===== src/hdl/gap_pkg.sv =====
// shared constants and types for the four-bit port with address outputs
package gap_pkg;

  // port geometry
  localparam int PORT_W = 4;
  localparam int DATA_W = 8;
  localparam int BUS_W = 32;

  // register indices; byte address on the bus is four times the index
  localparam logic [15:0] IDX_PIN_DIRECTION = 16'hfe39;
  localparam logic [15:0] IDX_PULLUP_SELECT = 16'hfe40;
  localparam logic [15:0] IDX_DRAIN_MODE_SELECT = 16'hfe47;
  localparam logic [15:0] IDX_OUTPUT_LATCH = 16'hff09;
  localparam logic [15:0] IDX_PIN_STATE_READBACK = 16'hffb9;

  // byte-address bits dropped to form the index
  localparam int IDX_SHIFT = 2;

  // values after reset, and after hardware standby for all but the readback
  localparam logic [3:0] RST_PIN_DIRECTION = 4'h0;
  localparam logic [3:0] RST_PULLUP_SELECT = 4'h0;
  localparam logic [3:0] RST_DRAIN_MODE_SELECT = 4'h0;
  localparam logic [3:0] RST_OUTPUT_LATCH = 4'h0;
  localparam logic [3:0] RST_PIN_STATE_READBACK = 4'h0;

  // reserved upper register bits and unreadable registers read this
  localparam logic [7:0] READ_FILL = 8'h00;

  // operating modes
  typedef enum logic [2:0] {
    GAP_MODE_0 = 3'b000,
    GAP_MODE_1 = 3'b001,
    GAP_MODE_2 = 3'b010,
    GAP_MODE_3 = 3'b011,
    GAP_MODE_4 = 3'b100,
    GAP_MODE_5 = 3'b101,
    GAP_MODE_6 = 3'b110,
    GAP_MODE_7 = 3'b111
  } gap_mode_t;

endpackage


===== src/hdl/gap_pad_if.sv =====
// signals shared between the port top and its two helper blocks
`timescale 1ns/1ps
`default_nettype none
interface gap_pad_if;
  import gap_pkg::*;
  gap_mode_t mode;
  logic [3:0] ae;
  logic [3:0] claim;
  logic [3:0] dir;
  logic [3:0] latch;
  logic [3:0] pull;
  logic [3:0] odr;
  logic [3:0] addr;
  logic hold;
  logic sw_sby;
  logic hw_sby;
  logic [3:0] out;
  logic [3:0] oe;
  logic [3:0] pu;
  modport dec (input mode, ae, output claim);
  modport pad (input claim, dir, latch, pull, odr, addr, hold, sw_sby, hw_sby,
    output out, oe, pu);
  modport top (output mode, ae, dir, latch, pull, odr, addr, hold, sw_sby,
    hw_sby, input claim, out, oe, pu);
endinterface
`default_nettype wire


===== src/hdl/gap_port.sv =====
// four-bit port with address outputs and a classic wishbone register slave
//
// What this block does
// RULE1 - unclaimed pin: direction 1 makes port output, 0 makes port input
// RULE2 - direction register is write-only; reads give no stored bits
// RULE3 - register bits 7 to 4 ignore writes
// RULE4 - settings clear on reset or hw standby, hold in software standby
// RULE5 - in software standby, hold bit picks drive or float for address pins
// RULE6 - modes 4 to 6: enabled address pins drive address over direction
// RULE7 - readback gives latch where direction is 1, pin level where 0
// RULE8 - readback register ignores writes; outputs go through the latch
// RULE9 - readback follows pins after reset, holds through software standby
// RULE10 - pull-up on only for direction 0 with pull-up select 1
// RULE11 - pull-up off on address or port outputs, reset and hardware standby
// RULE12 - port output with drain bit 1 drives low only, else push-pull
// RULE13 - modes 4 to 6: bit three drives address 19 when field is 11xx
// RULE14 - modes 4 to 6: bit two drives address 18 for 1011 or 11xx
// RULE15 - modes 4 to 6: bit one drives address 17 for 101x or 11xx
// RULE16 - modes 4 to 6: bit zero drives address 16 unless 0xxx or 1000
// RULE17 - mode 7: no address pins, direction bits alone decide
// RULE18 - reserved and unreadable bits read as zero
//
// The Wishbone interface to the registers is this design's own decision.
`timescale 1ns/1ps
`default_nettype none
module gap_port
  import gap_pkg::*;
#(
  parameter int ADR_W = 18
)
(
  input wire logic clk_i,
  input wire logic rst_i,
  // classic wishbone slave, byte addressed
  input wire logic wb_cyc_i,
  input wire logic wb_stb_i,
  input wire logic wb_we_i,
  input wire logic [ADR_W-1:0] wb_adr_i,
  input wire logic [3:0] wb_sel_i,
  input wire logic [BUS_W-1:0] wb_dat_i,
  output logic [BUS_W-1:0] wb_dat_o,
  output logic wb_ack_o,
  // chip-level controls
  input wire logic hw_standby_i,
  input wire logic sw_standby_i,
  input wire logic standby_output_hold_i,
  input wire logic [2:0] op_mode_i,
  input wire logic [3:0] address_enable_field_i,
  input wire logic [3:0] address_hi_i,
  // pins
  input wire logic [3:0] pin_in_i,
  output logic [3:0] pin_out_o,
  output logic [3:0] pin_oe_o,
  output logic [3:0] pullup_en_o
);

  // the index must fit above the two dropped byte bits
  generate
    if (ADR_W < 16 + IDX_SHIFT) begin : g_bad_adr
      $error("gap_port: ADR_W too small for the register indices");
    end
  endgenerate

  // whole state of the block
  typedef struct packed {
    logic [3:0] pin_direction;
    logic [3:0] output_latch;
    logic [3:0] pullup_select;
    logic [3:0] drain_mode_select;
    logic [3:0] pin_state_readback;
    logic [3:0] pin_out;
    logic [3:0] pin_oe;
    logic [3:0] pullup_en;
    logic [7:0] rd_data;
    logic ack;
  } gap_state_t;

  gap_state_t st_r;
  gap_state_t st_nxt;

  gap_pad_if pif ();

  logic [15:0] idx;
  logic req;
  logic wr_lane;

  // register index from a byte address
  function automatic logic [15:0] gap_index(input logic [ADR_W-1:0] a);
    gap_index = a[IDX_SHIFT +: 16];
  endfunction

  // widen a four-bit field into the low byte, upper bits as fill
  function automatic logic [7:0] gap_byte(input logic [3:0] v);
    gap_byte = {READ_FILL[7:4], v}; // see RULE18
  endfunction

  // helper blocks
  gap_addr_claim u_claim (
    .c (pif.dec)
  );

  gap_pad_ctl u_pad (
    .p (pif.pad)
  );

  // inputs of the helpers come from state and controls
  always_comb begin
    pif.mode = gap_mode_t'(op_mode_i);
    pif.ae = address_enable_field_i;
    pif.dir = st_r.pin_direction;
    pif.latch = st_r.output_latch;
    pif.pull = st_r.pullup_select;
    pif.odr = st_r.drain_mode_select;
    pif.addr = address_hi_i;
    pif.hold = standby_output_hold_i;
    pif.sw_sby = sw_standby_i;
    pif.hw_sby = hw_standby_i;
  end

  // bus request decode; a request is taken once, ack closes it
  always_comb begin
    idx = gap_index(wb_adr_i);
    req = wb_cyc_i & wb_stb_i & ~st_r.ack;
    wr_lane = req & wb_we_i & wb_sel_i[0];
  end

  // next-state logic for registers, readback, pins and bus answer
  always_comb begin
    st_nxt = st_r;

    // ack for exactly one cycle per request, unmapped included
    st_nxt.ack = req;

    // register writes; only bits 3 to 0 are stored
    if (wr_lane) begin
      case (idx)
        IDX_PIN_DIRECTION: begin
          st_nxt.pin_direction = wb_dat_i[3:0]; // see RULE3
        end
        IDX_OUTPUT_LATCH: begin
          st_nxt.output_latch = wb_dat_i[3:0]; // see RULE3
        end
        IDX_PULLUP_SELECT: begin
          st_nxt.pullup_select = wb_dat_i[3:0];
        end
        IDX_DRAIN_MODE_SELECT: begin
          st_nxt.drain_mode_select = wb_dat_i[3:0];
        end
        default: begin
          // readback and unmapped addresses drop the write
          st_nxt.ack = req; // see RULE8
        end
      endcase
    end

    // read data, captured with the request
    if (req) begin
      case (idx)
        IDX_PIN_DIRECTION: begin
          st_nxt.rd_data = READ_FILL; // see RULE2
        end
        IDX_OUTPUT_LATCH: begin
          st_nxt.rd_data = gap_byte(st_r.output_latch);
        end
        IDX_PULLUP_SELECT: begin
          st_nxt.rd_data = gap_byte(st_r.pullup_select);
        end
        IDX_DRAIN_MODE_SELECT: begin
          st_nxt.rd_data = gap_byte(st_r.drain_mode_select);
        end
        IDX_PIN_STATE_READBACK: begin
          st_nxt.rd_data = gap_byte(st_r.pin_state_readback);
        end
        default: begin
          st_nxt.rd_data = READ_FILL;
        end
      endcase
    end else begin
      st_nxt.rd_data = READ_FILL;
    end

    // readback: latch on outputs, pins on inputs; frozen in software standby
    if (!sw_standby_i) begin
      st_nxt.pin_state_readback =
        (st_r.pin_direction & st_r.output_latch) |
        (~st_r.pin_direction & pin_in_i); // see RULE7
    end

    // pins registered so every output leaves a flip-flop
    st_nxt.pin_out = pif.out;
    st_nxt.pin_oe = pif.oe;
    st_nxt.pullup_en = pif.pu; // see RULE11

    // hardware standby clears settings like a reset but keeps bus alive
    if (hw_standby_i) begin
      st_nxt.pin_direction = RST_PIN_DIRECTION; // see RULE4
      st_nxt.output_latch = RST_OUTPUT_LATCH; // see RULE4
      st_nxt.pullup_select = RST_PULLUP_SELECT; // see RULE4
      st_nxt.drain_mode_select = RST_DRAIN_MODE_SELECT; // see RULE4
      st_nxt.pin_state_readback = pin_in_i; // see RULE9
      st_nxt.pullup_en = 4'h0; // see RULE11
    end
  end

  // single state register; software standby has no branch here, only the readback field holds
  always_ff @(posedge clk_i) begin
    if (rst_i) begin
      st_r.pin_direction <= RST_PIN_DIRECTION; // see RULE4
      st_r.output_latch <= RST_OUTPUT_LATCH;
      st_r.pullup_select <= RST_PULLUP_SELECT;
      st_r.drain_mode_select <= RST_DRAIN_MODE_SELECT;
      st_r.pin_state_readback <= RST_PIN_STATE_READBACK;
      st_r.pin_out <= 4'h0;
      st_r.pin_oe <= 4'h0;
      st_r.pullup_en <= 4'h0; // see RULE11
      st_r.rd_data <= READ_FILL;
      st_r.ack <= 1'b0;
    end else begin
      st_r <= st_nxt;
    end
  end

  // outputs straight from the state register
  assign wb_dat_o = {{(BUS_W-DATA_W){1'b0}}, st_r.rd_data};
  assign wb_ack_o = st_r.ack;
  assign pin_out_o = st_r.pin_out;
  assign pin_oe_o = st_r.pin_oe;
  assign pullup_en_o = st_r.pullup_en;

endmodule
`default_nettype wire


===== src/hdl/gap_addr_claim.sv =====
// decides which port pins are taken over as address outputs
`timescale 1ns/1ps
`default_nettype none
module gap_addr_claim
  import gap_pkg::*;
(
  gap_pad_if.dec c
);
  logic ext_mode;

  // only the external-address modes may hand pins to the bus
  always_comb begin
    case (c.mode)
      GAP_MODE_4, GAP_MODE_5, GAP_MODE_6: begin
        ext_mode = 1'b1; // see RULE6
      end
      default: begin
        ext_mode = 1'b0; // see RULE17
      end
    endcase
  end

  // per-pin address-enable decode
  always_comb begin
    c.claim[3] = ext_mode & (c.ae[3:2] == 2'b11); // see RULE13
    c.claim[2] = ext_mode &
      ((c.ae == 4'hb) | (c.ae[3:2] == 2'b11)); // see RULE14
    c.claim[1] = ext_mode &
      ((c.ae[3:1] == 3'b101) | (c.ae[3:2] == 2'b11)); // see RULE15
    c.claim[0] = ext_mode & c.ae[3] & (c.ae != 4'h8); // see RULE16
  end
endmodule
`default_nettype wire


===== src/hdl/gap_pad_ctl.sv =====
// works out level, enable and pull-up for each pin
`timescale 1ns/1ps
`default_nettype none
module gap_pad_ctl
  import gap_pkg::*;
(
  gap_pad_if.pad p
);
  // address pins win over the direction bit; open drain only pulls low
  always_comb begin
    for (int i = 0; i < PORT_W; i++) begin
      if (p.hw_sby) begin
        p.out[i] = 1'b0;
        p.oe[i] = 1'b0;
      end else if (p.claim[i]) begin
        p.out[i] = p.addr[i]; // see RULE6
        p.oe[i] = ~p.sw_sby | p.hold; // see RULE5
      end else if (p.dir[i]) begin
        p.out[i] = p.odr[i] ? 1'b0 : p.latch[i]; // see RULE12
        p.oe[i] = p.odr[i] ? ~p.latch[i] : 1'b1; // see RULE1
      end else begin
        p.out[i] = 1'b0;
        p.oe[i] = 1'b0; // see RULE1
      end
      // pull-up only on real port inputs
      p.pu[i] = ~p.hw_sby & ~p.claim[i] & ~p.dir[i] & p.pull[i]; // see RULE10
    end
  end
endmodule
`default_nettype wire


===== config.mk =====
export PLATFORM = sky130hd
export DESIGN_NAME = gap_port
export DESIGN_NICKNAME = d
export VERILOG_FILES = /design/src/hdl/gap_pkg.sv /design/src/hdl/gap_pad_if.sv /design/src/hdl/gap_port.sv /design/src/hdl/gap_addr_claim.sv /design/src/hdl/gap_pad_ctl.sv
export SDC_FILE = /design/constraint.sdc
export NUM_CORES = 1
export LEC_CHECK = 0
export BUFFER_PORTS_ARGS = -buffer_cell sky130_fd_sc_hd__buf_2
export CAP_MARGIN = 20
export CORE_MARGIN = 4
export CORE_UTILIZATION = 40
export CTS_BUF_LIST = sky130_fd_sc_hd__clkbuf_2 sky130_fd_sc_hd__clkbuf_4 sky130_fd_sc_hd__clkbuf_8
export CTS_CLUSTER_DIAMETER = 100
export DETAILED_ROUTE_END_ITERATION = 10
export GPL_ROUTABILITY_DRIVEN = 0
export GPL_TIMING_DRIVEN = 0
export PLACE_DENSITY_LB_ADDON = 0.08
export REMOVE_ABC_BUFFERS = 1
export SLEW_MARGIN = 30
export SYNTH_ARGS = -nofsm -noshare
export SYNTH_HDL_FRONTEND = slang
export SYNTH_SLANG_ARGS = --single-unit

===== constraint.sdc =====
create_clock -name clk_i -period 2 [get_ports clk_i]
set_input_delay 0.3 -clock clk_i [delete_from_list [all_inputs] [get_ports clk_i]]
set_output_delay 0.3 -clock clk_i [all_outputs]
set_load 0.05 [all_outputs]

==> flow_summary.ini <==
[global_route]
antenna_found_initial = 0
grt_max_degree = 26
grt-ovfl-total = 0
met2_usage = 0.290
grt_pass1_vias = 1852
grt_usage = 0.175
met3_usage = 0.0428
grtUsageMet1 = 0.227
grt_pass1_wl_mm = 8.98
top_usage_layer = met2

[finish]
final_cell_mix = 60 x buf_2, 37 x dfxtp_1, 28 x conb_1, 26 x a21oi_1
design_area_um2 = 2460
drive_above_1_share = 0.254
num_antenna_cells = 0
layout_commonest_cell = buf_2
fin_util = 0.473
area_growth_pct = 12.4
fin_nets = 387

[sta]
rsz0062_at_grt = false
max-slew-margin-rel = 0.603
fmax_mhz = 521
slew_violations = 0
hold_viol = 0
finalCriticalPeriod_ns = 1.92
worstMarginPinSlew_ns = 0.591
timing.final.crit_share = 0.959
finClkSkew_ns = 0.0102
final-setup-viol-count = 0
worst_slack_ns = 0.0817

[worst_setup_path]
cp-end-kind = register
crit_start = wb_adr_i[7]
cp.required_ns = 2.17
r2r_cells = 4
worst-path-max-fanout = 5
cp-start-kind = primary input
crit_arrival_ns = 2.09
critPathKind = in -> reg
rr_startpoint = wb_ack_o

[floorplanning]
start_util = 0.421
core_area_um2 = 5200
boundaryPins = 122
rows = 26
die_y_um = 82.0
die-area_um2 = 6730
die_w_um = 82.0

[route]
drt_wl_total_mm = 5.79
firstDrtPassIters = 4
first_iter_violations = 141
routedWlPerCell_um = 15.2
antenna_left = 0
viasPerCell = 5.36
via_count = 2042
remaining_drc_errors = 0

[yosys]
netlist_area_um2 = 2190
syn_inst = 269
synth.distinct_cells = 43
synth_seq_cells = 37
avgSynthCellArea_um2 = 8.15
synth_top_area_frac = 0.338
synth_top_area_cell = dfxtp_1
seq_area_frac_synth = 0.338
ys.flop_type = dfxtp_1
synth_warnings = 0
async_flop_share = 0
synth-edff-count = 0
ys_top_cells_by_area = dfxtp_1 34%, buf_4 15%, nand4_1 6.3%

[place]
dp_hpwl_mm = 4.44
io_buffers = 60
placed_area_um2 = 2320
place_ws_ns = -0.245

[worst_hold_path]
hp-class = in -> reg
min_path_cells = 3
min_from = address_hi_i[1]

[clocking]
clock-sinks = 37
hold_buffers = 0
worstSkewPairLatency_ns = 0.29
cts_tree = done
clockBufferDepth = 2
htreeDepth = 2
numCtsBuffers = 5
clockRootBuffer = clkbuf_8
clk_pin_slew_ns = 0.08

[pwr]
leakage_nw = 0.972
peakVddDrop_mv = 0.371
powerDensity_nw_per_um2 = 736

[status]
run_status = completed

[job]
cap_violations = 0
## cells by family (layout without fill, tap and decap cells)
group | count (synthesis) | after routing | synth area share
buffers and inverters | 58 | 73 | 0.175
AO/OA/AOI/OAI | 55 | 55 | 0.149
multiplexers | 1 | 1 | 0.00457
other | 1 | 28 | 0.00171
flip-flops | 37 | 37 | 0.338
AND/OR/NAND/NOR | 117 | 117 | 0.332
## worst paths after layout
check / endpoint / slack, ns
max: wb_dat_o[1] / 0.08
min reg2reg: pif.pull[2] / 0.51
max reg2reg: pif.pull[3] / 0.47
min: pin_out_o[1] / 0.24
## Yosys cell counts (2+ instances only)
| cell type | instances |
|---|---|
| nor3_1 | 8 |
| and3_1 | 3 |
| clkbuf_1 | 8 |
| nand3_1 | 15 |
| nand2b_1 | 4 |
| dfxtp_1 | 37 |
| a32oi_1 | 4 |
| o21ai_1 | 8 |
| nor2_1 | 22 |
| and4b_1 | 4 |
| and4_1 | 2 |
| and2_0 | 2 |
| buf_4 | 44 |
| and3b_1 | 3 |
| a21oi_1 | 26 |
| o21ai_0 | 8 |
| nand4_1 | 22 |
| nand2_1 | 8 |
| nand4b_1 | 4 |
| nor3b_1 | 6 |
| or2_2 | 2 |
| inv_1 | 5 |
| a311oi_1 | 4 |
## power by group
group	total (mW)	leakage (nW)	switching (mW)	internal, mW
sequential	0.750	0.299	0.00545	0.745
combinational	0.272	0.604	0.213	0.0597
clock	0.791	0.0687	0.289	0.502
## repair_timing
action,4_1_cts,5_1_grt
gates resized for setup,0,2
setup endpoints to repair,0,4
setup buffers,0,0
## stage by stage
| stage | cells | hold WS, ns | power (mW) | setup TNS (ns) |
|---|---|---|---|---|
| finish | 381 | 0.239 | 1.81 | 0 |
| global route | 381 | 0.263 | 1.88 | 0 |
| CTS | 381 | 0.234 | 1.83 | 0 |
| detailed placement | 373 | 0.508 | 1.04 | -1.54 |
| global placement | 373 | 0.498 | 1.04 | -1.28 |
| floorplan | 243 | 0.379 | 0.950 | 0 |
## worst max-delay path, cell delays in order
cell and delay (ns):
buf_2 0.12, or4b_4 0.58, nor4_2 0.59, a221oi_2 0.12
a311oi_1 0.37
## layout make-up
type / count / area (um2)
timing repair buffer: 60 / 300
multi-input combinational: 201 / 1180
inverter: 5 / 18.8
clock inverter: 3 / 68.8
clock buffer: 5 / 68.8
sequential: 37 / 741
tap: 70 / 87.6
fill: 579 / 2740
## metal layers
layer	vias up	share of wire	wire [um]
li1	1010	-	-
met1	931	0.45	2590
met4	0	0.015	88
met5	-	0	0
met2	93	0.46	2640
met3	8	0.082	478
## registers in the layout, summed over array words and instances (netlist names)
name         count
pif.latch        4
st_r             4
pif.dir          4
pullup_en_o      4
pif.odr          4
pin_oe_o         4
wb_dat_o         4
pif.pull         4
wb_ack_o         1
pin_out_o        4
Power figures use the tool's default switching activity.
